===== src/rtl/sto_pkg.sv =====
// Purpose: Shared constants and types for the safe torque-off monitor.
// Assumes: 50 MHz system clock; all times converted to cycles or ticks here.
// Notes:   Tick-based timing keeps long intervals in small counters.
package sto_pkg;

	// System clock rate
	localparam int unsigned CLK_HZ         = 50_000_000;
	// Base tick period of the slow timing domain, in microseconds
	localparam int unsigned TICK_TIME_US   = 1000;
	localparam int unsigned TICK_CYCLES    = (CLK_HZ / 1_000_000) * TICK_TIME_US;
	// Allowed channel skew before the card faults, in milliseconds
	localparam int unsigned DISC_TIME_MS   = 1000;
	localparam int unsigned DISC_TICKS     = (DISC_TIME_MS * 1000) / TICK_TIME_US;

	// Fieldbus profile accepted: version code and CRC length in bytes
	localparam logic [7:0]  PROFILE_V26    = 8'h26;
	localparam logic [2:0]  PROFILE_CRC_B  = 3'h4;

	// Multiturn counter width and overspeed limit
	localparam int unsigned MT_WIDTH       = 16;
	localparam logic [15:0] MT_SPEED_RPM   = 16'h1d4c;   // 7500 rpm
	localparam logic [15:0] MT_RESET_VAL   = 16'h0000;

	// Filter cutoff limit in Hz and Q16 gain per Hz at the tick rate
	localparam logic [6:0]  FILT_MAX_HZ    = 7'h4b;      // 75 Hz
	localparam logic [8:0]  FILT_GAIN_Q16  = 9'h19c;     // 2*pi*1ms*65536

	// Encoder emulation sample width and wave table size
	localparam int unsigned EMU_WIDTH      = 8;
	localparam int unsigned WAVE_ADDR_W    = 6;
	localparam logic [5:0]  COS_OFFSET     = 6'h10;      // Quarter period

	// Safety card operating states
	typedef enum logic [1:0] {
		ST_INIT,
		ST_NORMAL,
		ST_SAFE_OP,
		ST_FAULT
	} sto_card_e;

endpackage


===== src/rtl/sto_wave_if.sv =====
// Purpose: Carries the two table lookups of the encoder emulation.
// Assumes: One request per clock, data one clock later.
// Notes:   Sine and cosine share a single table.
`timescale 1ns/10ps
`default_nettype none
interface sto_wave_if;
	import sto_pkg::*;
	logic        [WAVE_ADDR_W-1:0] sin_addr;
	logic        [WAVE_ADDR_W-1:0] cos_addr;
	logic signed [EMU_WIDTH-1:0]   sin_data;
	logic signed [EMU_WIDTH-1:0]   cos_data;

	modport user (output sin_addr, output cos_addr, input sin_data, input cos_data);
	modport rom  (input sin_addr, input cos_addr, output sin_data, output cos_data);
endinterface
`default_nettype wire


===== src/rtl/sto_tick_div.sv =====
// Purpose: Divides the system clock into a one-cycle tick pulse.
// Assumes: CYCLES of at least two.
// Notes:   Every slow timing in the block runs on this enable.
`timescale 1ns/10ps
`default_nettype none
module sto_tick_div #(
	parameter int unsigned CYCLES = 50000
) (
	input  wire logic mclk_i,
	input  wire logic rst_i,
	output logic      tick_o
);
	localparam int unsigned CW = $clog2(CYCLES);
	logic [CW-1:0] cnt_q;
	wire           wrap = (cnt_q == CW'(CYCLES - 1));

	initial begin
		if (CYCLES < 2) $error("sto_tick_div: CYCLES must be at least 2");
	end

	// Free-running count; tick on wrap
	always_ff @(posedge mclk_i or posedge rst_i) begin
		if (rst_i) begin
			cnt_q  <= '0;
			tick_o <= 1'b0;
		end else begin
			cnt_q  <= wrap ? '0 : cnt_q + 1'b1;
			tick_o <= wrap;
		end
	end
endmodule
`default_nettype wire


===== src/rtl/sto_wave_rom.sv =====
// Purpose: Quarter-wave sine table with two registered read ports.
// Assumes: 64 samples per period, 8-bit signed amplitude.
// Notes:   Only a quarter is stored; symmetry rebuilds the rest.
`timescale 1ns/10ps
`default_nettype none
module sto_wave_rom
	import sto_pkg::*;
(
	input  wire logic mclk_i,
	input  wire logic rst_i,
	sto_wave_if.rom   wave
);
	// First quadrant of sin, 17 points including the peak
	localparam logic [6:0] QTAB [0:16] = '{
		7'h00, 7'h0c, 7'h19, 7'h25, 7'h31, 7'h3c, 7'h47, 7'h51, 7'h5a,
		7'h62, 7'h6a, 7'h70, 7'h75, 7'h7a, 7'h7d, 7'h7e, 7'h7f};

	// Full-period lookup from the quarter table
	function automatic logic signed [EMU_WIDTH-1:0] wave_at(input logic [WAVE_ADDR_W-1:0] a);
		logic [4:0] idx;
		logic [6:0] mag;
		idx = a[4] ? (5'h10 - {1'b0, a[3:0]}) : {1'b0, a[3:0]};
		mag = QTAB[idx];
		wave_at = a[5] ? -$signed({1'b0, mag}) : $signed({1'b0, mag});
	endfunction

	// Registered read keeps the outputs glitch free
	always_ff @(posedge mclk_i or posedge rst_i) begin
		if (rst_i) begin
			wave.sin_data <= '0;
			wave.cos_data <= '0;
		end else begin
			wave.sin_data <= wave_at(wave.sin_addr);
			wave.cos_data <= wave_at(wave.cos_addr);
		end
	end
endmodule
`default_nettype wire


===== src/rtl/sto_monitor.sv =====
// Purpose: Safety card supervision: torque off, brake, faults,
//          encoder emulation, multiturn count and filtered speed.
// Assumes: Channel, reset, supply and return pins are asynchronous and synchronised here; drive
//          control inputs are on mclk_i.
// Notes:   Slow timing runs on a 1 ms tick from sto_tick_div.
`timescale 1ns/10ps
`default_nettype none

//Contract
// - Channel skew over one second faults card
// - Both channels at 0 V activate torque-off
// - Diagnostic output high while torque-off active
// - Torque-off while enabled in loop faults drive
// - Coupled parameter applies brake with torque-off
// - Brake never applied without torque-off
// - Emulation enabled in normal or safe operation
// - Emulation uses configured periods per revolution
// - Card fault forces sine and cosine zero
// - Only profile V2.6, 4-byte CRC accepted
// - Sixteen-bit multiturn counter from single-turn wraps
// - Multiturn counter starts at zero after restart
// - Above 7500 rpm counter clears, invalid flag
// - Filtered speed low-pass cutoff 0 to 75 Hz
// - Single channel: torque only with supply high
// - Two channel: supply and return both required
// - Clear-fault command clears torque-off fault
// - Torque-off with drive disabled sets no fault
// - Normal operation only on reset rising edge; from safe operation, both channels high suffice
// - Status output high when card ready
module sto_monitor
	import sto_pkg::*;
#(
	parameter int unsigned TICK_CYC  = TICK_CYCLES,
	parameter int unsigned DISC_TICK = DISC_TICKS,
	parameter int unsigned POS_WIDTH = 16
) (
	input  wire logic                        mclk_i,
	input  wire logic                        rst_i,
	// Safety card pins
	input  wire logic                        torque_off_chan_a_i,
	input  wire logic                        torque_off_chan_b_i,
	input  wire logic                        card_reset_i,
	// Basic device pins
	input  wire logic                        basic_mode_i,
	input  wire logic                        two_channel_i,
	input  wire logic                        torque_off_supply_i,
	input  wire logic                        torque_off_return_i,
	// Drive control
	input  wire logic                        drive_enabled_i,
	input  wire logic                        closed_loop_i,
	input  wire logic                        clear_fault_i,
	// Safety parameters
	input  wire logic                        couple_brake_to_torque_off_i,
	input  wire logic [7:0]                  emu_periods_i,
	input  wire logic [6:0]                  filter_cutoff_hz_i,
	// Encoder data and fieldbus profile
	input  wire logic [POS_WIDTH-1:0]        safe_position_i,
	input  wire logic signed [15:0]          motor_speed_rpm_i,
	input  wire logic [7:0]                  profile_version_i,
	input  wire logic [2:0]                  profile_crc_bytes_i,
	// Outputs
	output logic                             safe_torque_off_o,
	output logic                             torque_off_diag_o,
	output logic                             safe_brake_control_o,
	output logic                             torque_off_active_fault_o,
	output logic                             drive_enable_permit_o,
	output logic                             torque_permit_o,
	output logic                             card_fault_o,
	output logic                             status_ready_o,
	output logic                             emu_enable_o,
	output logic signed [EMU_WIDTH-1:0]      emu_sin_o,
	output logic signed [EMU_WIDTH-1:0]      emu_cos_o,
	output logic                             link_ok_o,
	output logic [MT_WIDTH-1:0]              multiturn_o,
	output logic                             multiturn_invalid_o,
	output logic signed [15:0]               filtered_speed_o
);

	localparam int unsigned DW = $clog2(DISC_TICK + 2);

	initial begin
		if (TICK_CYC < 2) $error("sto_monitor: TICK_CYC must be at least 2");
		if (DISC_TICK < 1) $error("sto_monitor: DISC_TICK must be at least 1");
		if (POS_WIDTH < 8 || POS_WIDTH > 32) $error("sto_monitor: POS_WIDTH out of range");
	end

	// Pin synchronisers: the first stage feeds only the second
	logic [4:0] pin_meta_q;
	logic [4:0] pin_sync_q;

	always_ff @(posedge mclk_i or posedge rst_i) begin
		if (rst_i) begin
			pin_meta_q <= '0;
			pin_sync_q <= '0;
		end else begin
			pin_meta_q <= {torque_off_return_i, torque_off_supply_i, card_reset_i,
			               torque_off_chan_b_i, torque_off_chan_a_i};
			pin_sync_q <= pin_meta_q;
		end
	end

	wire chan_a     = pin_sync_q[0];
	wire chan_b     = pin_sync_q[1];
	wire rst_pin    = pin_sync_q[2];
	wire sup_pin    = pin_sync_q[3];
	wire ret_pin    = pin_sync_q[4];

	// Reset pin edge; the previous value starts low so a pin held
	// high through power-up counts as an edge once out of reset
	logic rst_pin_q;
	always_ff @(posedge mclk_i or posedge rst_i) begin
		if (rst_i) rst_pin_q <= 1'b0;
		else       rst_pin_q <= rst_pin;
	end
	wire ack_rise = rst_pin & ~rst_pin_q;

	// Slow tick
	logic tick;

	sto_tick_div #(
		.CYCLES (TICK_CYC)
	) u_tick (
		.mclk_i (mclk_i),
		.rst_i  (rst_i),
		.tick_o (tick)
	);

	// Channel discrepancy timer
	logic [DW-1:0] disc_q;
	wire           chan_differ = chan_a ^ chan_b;
	wire           disc_expire = (disc_q > DW'(DISC_TICK));

	// Counts ticks from the first change until the channels agree, holding once past DISC_TICK
	always_ff @(posedge mclk_i or posedge rst_i) begin
		if (rst_i)              disc_q <= '0;
		else if (!chan_differ)  disc_q <= '0;
		else if (tick && !disc_expire) disc_q <= disc_q + 1'b1;
	end

	// Card state machine
	sto_card_e state_q;
	sto_card_e state_d;

	// Either channel low already requests torque-off; this errs safe
	// during the skew window before the timer decides
	wire sto_req = ~chan_a | ~chan_b;

	always_comb begin
		state_d = state_q;
		unique case (state_q)
			ST_INIT: begin
				// Skew is judged while waiting for the acknowledge as well
				if (disc_expire) state_d = ST_FAULT;
				else if (ack_rise && !chan_differ) state_d = sto_req ? ST_SAFE_OP : ST_NORMAL;
			end
			ST_NORMAL: begin
				if (disc_expire)  state_d = ST_FAULT;
				else if (sto_req) state_d = ST_SAFE_OP;
			end
			ST_SAFE_OP: begin
				if (disc_expire)   state_d = ST_FAULT;
				else if (!sto_req) state_d = ST_NORMAL;
			end
			ST_FAULT: begin
				// Leaving the fault needs agreeing channels and a fresh edge
				if (ack_rise && !chan_differ) state_d = sto_req ? ST_SAFE_OP : ST_NORMAL;
			end
		endcase
	end

	always_ff @(posedge mclk_i or posedge rst_i) begin
		if (rst_i) state_q <= ST_INIT;
		else       state_q <= state_d;
	end

	wire card_run = (state_q == ST_NORMAL) || (state_q == ST_SAFE_OP);

	// Torque-off, brake and drive fault
	// Card basic path: supply must be high; in two-channel wiring the
	// return must be closed as well, single-channel ties it to ground
	wire basic_ok   = sup_pin & (ret_pin | ~two_channel_i);
	// Card path: torque only while running with both channels high
	wire card_ok    = (state_q == ST_NORMAL);
	wire sto_active = basic_mode_i ? ~basic_ok : ~card_ok;

	logic sto_q;
	logic fault_q;

	// Fault on torque-off onset while the drive is enabled in loop;
	// a disabled drive (prior shutdown) raises nothing
	wire  sto_rise  = sto_active & ~sto_q;
	wire  fault_set = sto_rise & drive_enabled_i & closed_loop_i;
	// Next fault value; outputs follow it so set and clear show alike
	wire  fault_d   = fault_set | (fault_q & ~clear_fault_i);

	always_ff @(posedge mclk_i or posedge rst_i) begin
		if (rst_i) begin
			sto_q   <= 1'b1;
			fault_q <= 1'b0;
		end else begin
			sto_q   <= sto_active;
			// Set wins over a clear in the same cycle
			if (fault_set)          fault_q <= 1'b1;
			else if (clear_fault_i) fault_q <= 1'b0;
		end
	end

	// Registered status outputs
	always_ff @(posedge mclk_i or posedge rst_i) begin
		if (rst_i) begin
			safe_torque_off_o         <= 1'b1;
			torque_off_diag_o         <= 1'b1;
			safe_brake_control_o      <= 1'b0;
			torque_off_active_fault_o <= 1'b0;
			drive_enable_permit_o     <= 1'b0;
			torque_permit_o           <= 1'b0;
			card_fault_o              <= 1'b0;
			status_ready_o            <= 1'b0;
			emu_enable_o              <= 1'b0;
			link_ok_o                 <= 1'b0;
		end else begin
			safe_torque_off_o         <= sto_active;
			torque_off_diag_o         <= sto_active;
			// Brake has no source but torque-off itself
			safe_brake_control_o      <= sto_active & couple_brake_to_torque_off_i;
			torque_off_active_fault_o <= fault_d;
			// Re-enable needs the fault gone and torque-off released
			drive_enable_permit_o     <= ~fault_d & ~sto_active;
			torque_permit_o           <= ~sto_active;
			card_fault_o              <= (state_q == ST_FAULT);
			status_ready_o            <= card_run;
			emu_enable_o              <= card_run;
			link_ok_o                 <= (profile_version_i == PROFILE_V26) &&
			                             (profile_crc_bytes_i == PROFILE_CRC_B);
		end
	end

	// Sine/cosine encoder emulation
	sto_wave_if wave ();

	// Electrical angle is position times periods; only the wrapped
	// fraction of a period matters, so the product is cut to POS_WIDTH
	logic [POS_WIDTH+7:0]   phase_full;
	wire  [POS_WIDTH-1:0]   phase = phase_full[POS_WIDTH-1:0];
	assign phase_full = safe_position_i * emu_periods_i;

	assign wave.sin_addr = phase[POS_WIDTH-1 -: WAVE_ADDR_W];
	assign wave.cos_addr = phase[POS_WIDTH-1 -: WAVE_ADDR_W] + COS_OFFSET;

	sto_wave_rom u_rom (
		.mclk_i (mclk_i),
		.rst_i  (rst_i),
		.wave   (wave)
	);

	// Outside normal or safe operation both outputs sit at zero, so a
	// fault shows to the controller as a collapsed vector
	always_ff @(posedge mclk_i or posedge rst_i) begin
		if (rst_i) begin
			emu_sin_o <= '0;
			emu_cos_o <= '0;
		end else if (card_run) begin
			emu_sin_o <= wave.sin_data;
			emu_cos_o <= wave.cos_data;
		end else begin
			emu_sin_o <= '0;
			emu_cos_o <= '0;
		end
	end

	// Safe multiturn counter
	logic [1:0] pos_hi_q;
	wire  [1:0] pos_hi   = safe_position_i[POS_WIDTH-1 -: 2];
	wire        wrap_up  = (pos_hi_q == 2'b11) && (pos_hi == 2'b00);
	wire        wrap_dn  = (pos_hi_q == 2'b00) && (pos_hi == 2'b11);

	// Magnitude of the speed, used only by the overspeed limit
	function automatic logic [15:0] abs16(input logic signed [15:0] v);
		abs16 = v[15] ? 16'(-v) : 16'(v);
	endfunction

	wire overspeed = abs16(motor_speed_rpm_i) > MT_SPEED_RPM;

	// Not retained: counting restarts from zero after every reset.
	// The invalid flag stays until a new acknowledge edge.
	always_ff @(posedge mclk_i or posedge rst_i) begin
		if (rst_i) begin
			pos_hi_q            <= 2'b00;
			multiturn_o         <= MT_RESET_VAL;
			multiturn_invalid_o <= 1'b0;
		end else begin
			pos_hi_q <= pos_hi;
			if (overspeed) begin
				multiturn_o         <= MT_RESET_VAL;
				multiturn_invalid_o <= 1'b1;
			end else begin
				if (wrap_up)      multiturn_o <= multiturn_o + 1'b1;
				else if (wrap_dn) multiturn_o <= multiturn_o - 1'b1;
				if (ack_rise)     multiturn_invalid_o <= 1'b0;
			end
		end
	end

	// Low-pass filtered speed, first order, updated each tick
	wire  [6:0]         fc_hz  = (filter_cutoff_hz_i > FILT_MAX_HZ) ? FILT_MAX_HZ
	                                                             : filter_cutoff_hz_i;
	wire  [15:0]        gain   = 16'(fc_hz) * 16'(FILT_GAIN_Q16);
	logic signed [31:0] acc_q;
	wire  signed [32:0] diff   = 33'(signed'({motor_speed_rpm_i, 16'h0000})) - 33'(acc_q);
	wire  signed [49:0] prod   = diff * $signed({1'b0, gain});
	wire  signed [31:0] step   = 32'(prod >>> 16);

	// Gain is zero at 0 Hz, so the output then holds its last value
	always_ff @(posedge mclk_i or posedge rst_i) begin
		if (rst_i)     acc_q <= '0;
		else if (tick) acc_q <= acc_q + step;
	end

	always_ff @(posedge mclk_i or posedge rst_i) begin
		if (rst_i) filtered_speed_o <= '0;
		else       filtered_speed_o <= acc_q[31:16];
	end

endmodule
`default_nettype wire


===== config.mk =====
export PLATFORM = sky130hd
export DESIGN_NAME = sto_monitor
export DESIGN_NICKNAME = d
export VERILOG_FILES = /design/src/rtl/sto_pkg.sv /design/src/rtl/sto_wave_if.sv /design/src/rtl/sto_tick_div.sv /design/src/rtl/sto_wave_rom.sv /design/src/rtl/sto_monitor.sv
export SDC_FILE = /design/constraint.sdc
export NUM_CORES = 2
export LEC_CHECK = 0
export ABC_AREA = 0
export BUFFER_PORTS_ARGS = -buffer_cell sky130_fd_sc_hd__buf_4
export CAP_MARGIN = 20
export CORE_UTILIZATION = 35
export DETAILED_ROUTE_END_ITERATION = 6
export PLACE_DENSITY = 0.6
export SYNTH_ARGS = -nofsm -noshare
export SYNTH_HDL_FRONTEND = slang
export SYNTH_SLANG_ARGS = --single-unit

===== constraint.sdc =====
create_clock -name mclk_i -period 9.3 [get_ports mclk_i]
set_input_delay 1.86 -clock mclk_i [delete_from_list [all_inputs] [get_ports mclk_i]]
set_output_delay 1.86 -clock mclk_i [all_outputs]
set_load 0.005 [all_outputs]

=== Word-level counts from Yosys, hierarchy flattened ===
Memories as Yosys holds them, arrays and structs flattened.
Cells that the tools add are included.
W data, S select, Z words.

* Reductions and logical operators: 15
* Muxes and demuxes: 31
* Eq/ne operators: 11
* Bitwise gates (word level): 24
* Add/subtract/negate cells: 12
* Order comparisons: 5
* Multipliers: 3

{| class="wikitable"
|+ Operators with widths
! cell !! number
|-
| $mux W16 || 5
|-
| $mul A33 B15 Y46 || 1
|-
| $mux W7 || 5
|-
| $sub A32 B32 Y33 || 1
|-
| $add A16 B1 Y16 const B || 2
|-
| $add A32 B32 Y32 || 1
|-
| $mux W8 || 4
|-
| $mux W10 || 2
|-
| $eq A16 B16 Y1 const B || 1
|-
| $gt A16 B13 Y1 const B || 1
|-
| $mul A16 B8 Y16 || 1
|-
| $neg A16 Y16 || 1
|-
| $neg A7 Y8 || 2
|-
| $sub A16 B1 Y16 const B || 1
|-
| $mul A7 B7 Y14 const B || 1
|-
| $mux W2 || 7
|-
| $ge A6 B6 Y1 const B || 2
|-
| $not A5 Y6 || 2
|-
| $add A10 B1 Y10 const B || 1
|-
| $gt A10 B10 Y1 const B || 1
|-
| $mux W5 || 2
|-
| $not A1 Y1 || 10
|-
| $sub A5 B4 Y5 const A || 2
|-
| $and A1 B1 Y1 || 8
|-
| 19 further kinds || 37
|}

* Input port bits: 71
* Flip-flop bits (word level): 148
* Logic and storage cells: 128
* ROM bits: 448
* Memories kept: 2

{| class="wikitable"
|+ Memory list
! name !! words !! width !! read ports !! clocked after memory_dff !! wr ports !! line !! RTL
|-
| (no name shown) || 32 || 7 || 1 || 0 || 0 || sto_wave_rom.sv:23 || <nowiki>mag = QTAB[idx];</nowiki>
|-
| (no name shown) || 32 || 7 || 1 || 0 || 0 || sto_wave_rom.sv:23 ||
|}

=== Depth between registers and ports, before layout ===
* Word-level depth: 11
* Mapped depth: 58
* Mapped depth without buffers: 56

=== Cells and area by module ===
From an unflattened synthesis, not the netlist that was laid out.

* Cell total of the unflattened synthesis: 3,109
* Area total of the unflattened synthesis: 28,144.5 um^2

{| class="wikitable"
|+ By module, submodules not included
! module !! area each (um^2) !! times used !! cells an instance
|-
| sto_monitor || 25,768.5 || 1 || 2,858
|-
| sto_wave_rom || 1,594.0 || 1 || 182
|-
| sto_tick_div || 782.0 || 1 || 69
|}

=== Least setup slack after synthesis ===
OpenSTA, ideal clock, no wires.

* Path type: input to register
* Start point: input port filter_cutoff_hz_i[2]
* End point: register acc_q[30]
* Path buffers: 2
* Stages on the path: 54
* Setup time: 0.077 ns
* Setup slack: -4.348 ns
* Required time: 9.223 ns
* Data arrival time: 13.571 ns
* Cells stage by stage: a211o_1 > a21oi_1 > inv_1 > clkbuf_1 > ha_1 > ha_1 > inv_1 > fa_1 > fa_1 > inv_1 > ha_1 > o21ai_0 > a21oi_1 > o21a_1 > o21ai_0 > nand2b_1 > a41o_1 > a21oi_1 > (+18 left out) > o21ai_0 > a21boi_0 > o21a_1 > o21a_1 > nor2_1 > ha_1 > a21o_1 > a21oi_1 > nand2b_1 > o311ai_1 > a21o_1 > o211ai_1 > a31oi_1 > or4_1 > a31oi_1 > xnor2_1 > nand2_1 > o21ai_1

* Cells in the longest elaborated chain, start to end: 5

{| class="wikitable"
|+ Ends and longest elaborated chain
! item !! line !! RTL
|-
| start: declaration || sto_monitor.sv:55 || <nowiki>input wire logic [6:0] filter_cutoff_hz_i,</nowiki>
|-
| $gt A7 B7 Y1 || sto_monitor.sv:305 || <nowiki>wire [6:0] fc_hz = (filter_cutoff_hz_i > FILT_MAX_HZ) ? FILT_MAX_HZ</nowiki>
|-
| $mux W7 (*) || sto_monitor.sv:305 ||
|-
| $mul A7 B7 Y14 (*) || sto_monitor.sv:307 || <nowiki>wire [15:0] gain = 16'(fc_hz) * 16'(FILT_GAIN_Q16);</nowiki>
|-
| $mul A33 B15 Y46 (*) || sto_monitor.sv:310 || <nowiki>wire signed [49:0] prod = diff * $signed({1'b0, gain});</nowiki>
|-
| $add A32 B32 Y32 (*) || sto_monitor.sv:316 || <nowiki>else if (tick) acc_q <= acc_q + step;</nowiki>
|-
| end signal: assignment || sto_monitor.sv:316 ||
|-
| end: declaration || sto_monitor.sv:308 || <nowiki>logic signed [31:0] acc_q;</nowiki>
|}

Mark *: on every way between the ends. The rest lies on a longest branch, timed or not.
A chain may end at the register's enable or synchronous reset.

=== Worst setup path after layout ===
Same ends and word-level chain as after synthesis.

==> flow_summary.json <==
{
  "status": "complete, but fails checks",
  "violations": "negative setup slack",
  "holdCritPathClass": "reg2reg",
  "crit_path_max_fanout": 3,
  "fin_crit_sh_pct": 137,
  "place_congestion": 0.838,
  "tns_ns": -81.93,
  "antenna_found_initial": 2,
  "synthAdderAreaFrac_pct": 45.2,
  "final_util_pct": 45.5,
  "cts_root_buf": "clkbuf_16",
  "synth_top_area_share_pct": 34.2,
  "slew_headroom_pct": 25.3,
  "synth_top_family_by_area": "adder cells",
  "final_hold_viol_count": 0,
  "reg2reg_depth": 43,
  "min_period_ns": 12.73,
  "synth-simple-area-share_pct": 17.7,
  "drv_cap": 0,
  "final_area_um2": 36100,
  "cts.reportedPaths.clkPinSlew_ns": 0.06,
  "start_util_pct": 35.5,
  "synth_area_um2": 28100,
  "wl_per_cell_um": 15.1,
  "synthArstFlopShare_pct": 100,
  "nets": 4511,
  "synth-compound-area-share_pct": 8.66,
  "routed.top_layer": "met5",
  "synth_area_leaders": "fa_1 34%, dfrtp_1 13%, ha_1 11%",
  "worst-path-buf-inv": 9,
  "cp_slowest_cell": "fa_1",
  "final_antenna_net_count": 0,
  "vias": 22900,
  "synth_top_cell_by_area": "fa_1",
  "fp-row-count": 103,
  "io_pins": 130,
  "synthMuxAreaShare_pct": 1.17,
  "grt_pass1_vias": 24400,
  "rsz0062_at_grt": "true",
  "area.growth.synth_to_final_pct": 28.2,
  "synth_edf_count": 0,
  "synth-main-ff-cell": "dfrtp_1",
  "drive_gt1_share_pct": 24.5,
  "met2WireLength_um": 35900,
  "yosysWarnings": 0,
  "hold-path-cell-count": 0,
  "synth_most_common_cell": "inv_1",
  "yosysSeqAreaShare_pct": 13.2,
  "fin_ws_ns": -3.43,
  "die_y_um": 285,
  "drv_slew": 0,
  "path_class": "in2reg",
  "placed_cell_area_um2": 34200,
  "wl_met1_um": 31700,
  "critical_path.top_delay_family": "adder cells",
  "dieWidth_um": 285,
  "worstSkewPairLatency_ns": 0.43,
  "skew_ns": 0.0163,
  "avgSynthCellArea_um2": 9.00,
  "crit_path_end_kind": "flip-flop",
  "drtIter0Drc": 969,
  "grt_remaining_overflow": 0,
  "grt_max_degree": 88,
  "max_freq_mhz": 78.6,
  "grtUsageTotal_pct": 18.4,
  "cp_data_required_time_ns": 9.65,
  "timing.final.setup_violations": 32,
  "wl_met3_um": 3070,
  "vias_per_cell": 4.79,
  "cp.depth": 52,
  "syn_nets": 3925,
  "num_antenna_cells": 0,
  "post-route-drc-count": 0,
  "grt_first_pass_wirelength_um": 122000,
  "synth-xor-area-share_pct": 5.56,
  "synth-seq-cells": 148,
  "cts_buffers": 17,
  "cts_tree": "yes",
  "synth_cell_type_count": 81,
  "wl_um": 72100,
  "syn_inst": 3126,
  "cts_buffer_depth": 2,
  "cts.sinks": 148,
  "core-area_um2": 79300,
  "worstMarginPinSlew_ns": 1.11,
  "start_kind": "input port",
  "slowest_delay_ns": 0.60,
  "worstPathArrival_ns": 13.08,
  "ys_top_cells_by_count": "529 x inv_1, 481 x fa_1, 380 x nand2_1, 247 x ha_1, 218 x nor2_1",
  "portBuffers": 129,
  "drt_pass1_iterations": 5,
  "htreeDepth": 4,
  "fillCellCount": 7749,
  "hpwl_um": 60300,
  "dieArea_um2": 81500
}
[sequential cells by signal, summed over array words and instances, names as in the netlist, 2 cells and up]
name,count
u_tick.cnt_q,16
pos_hi_q,2
u_rom.wave.cos_data,8
state_q,2
emu_cos_o,8
disc_q,10
pin_sync_q,5
acc_q,32
pin_meta_q,5
u_rom.wave.sin_data,8
multiturn_o,16
filtered_speed_o,16
emu_sin_o,8
[worst paths after layout]
path | end | slack (ns) | from
setup / recovery | acc_q[30] | -3.43 | filter_cutoff_hz_i[2]
hold / removal | pin_sync_q[1] | 0.35 | pin_meta_q[1]
setup reg to reg | acc_q[30] | -0.84 | acc_q[1]
hold reg to reg | pin_sync_q[1] | 0.35 | pin_meta_q[1]
max in group asynchronous | acc_q[8] | 6.36 | rst_i
min in group asynchronous | emu_sin_o[2] | 1.60 | rst_i
[logic make-up after synthesis]
| family | count (synthesis) |
|---|---|
| multiplexers | 31 |
| buffers and inverters | 634 |
| AO/OA/AOI/OAI | 372 |
| AND/OR/NAND/NOR | 1039 |
| adder cells (fa/ha/maj) | 728 |
| flip-flops | 148 |
| XOR/XNOR | 174 |
[timing repair]
item / CTS / global route
hold buffers: 0 / 0
setup buffers: 37 / 28
endpoints found under the setup margin: 32 / 32
cloned: 1 / 2
pin swaps: 93 / 59
gates resized for setup: 90 / 82
[placed cells by master (no fill, tap or decap), drive strengths merged, types with 6 or more instances in the layout]
cell	Yosys	final
a21boi	9	9
a31oi	14	14
and2	143	143
fa	481	481
o31ai	7	7
xnor2	121	121
o211ai	6	6
nor3b	6	6
nand3	40	40
a21oi	109	109
nor4	13	13
mux2	12	12
mux2i	19	19
o21ai	81	81
nor2	218	218
nand2	380	380
nand2b	59	59
clkbuf	92	22
or2	14	14
a211oi	12	12
dfrtp	147	147
inv	529	531
and3	13	13
o21a	20	20
a21o	48	48
buf	10	667
a41oi	6	6
o21bai	11	11
nor2b	60	60
or3	11	11
nand4	21	21
nor3	41	41
ha	247	247
xor2	53	53
[metal layers]
layer  up-vias  track usage (%)
li1      11000                -
met3        69             2.57
met1     11400             24.3
met2       418             32.1
met4         4             4.12
met5         -                0
[area by class of cell]
| cell class | count | area [um2] | area share (%) |
|---|---|---|---|
| timing repair buffer | 669 | 5380 | 14.9 |
| clock inverter | 11 | 129 | 0.357 |
| inverter | 532 | 2000 | 5.55 |
| tap | 1050 | 1310 | 3.64 |
| multi-input combinational | 2344 | 23100 | 64.0 |
| sequential | 148 | 3710 | 10.3 |
| clock buffer | 20 | 447 | 1.24 |
[per-stage QoR]
step | hold slack, ns | std cells | setup WS, ns
after floorplan | 0.331 | 3126 | -3.37
after global placement | 0.331 | 4683 | -4.04
after detailed placement | 0.339 | 4683 | -4.21
after CTS | 0.354 | 4748 | -3.32
after global routing | 0.366 | 4774 | -3.98
final | 0.352 | 4774 | -3.43
Power is not shown: default switching activity piles up to over one toggle a cycle in this logic, so the estimate is an artifact.
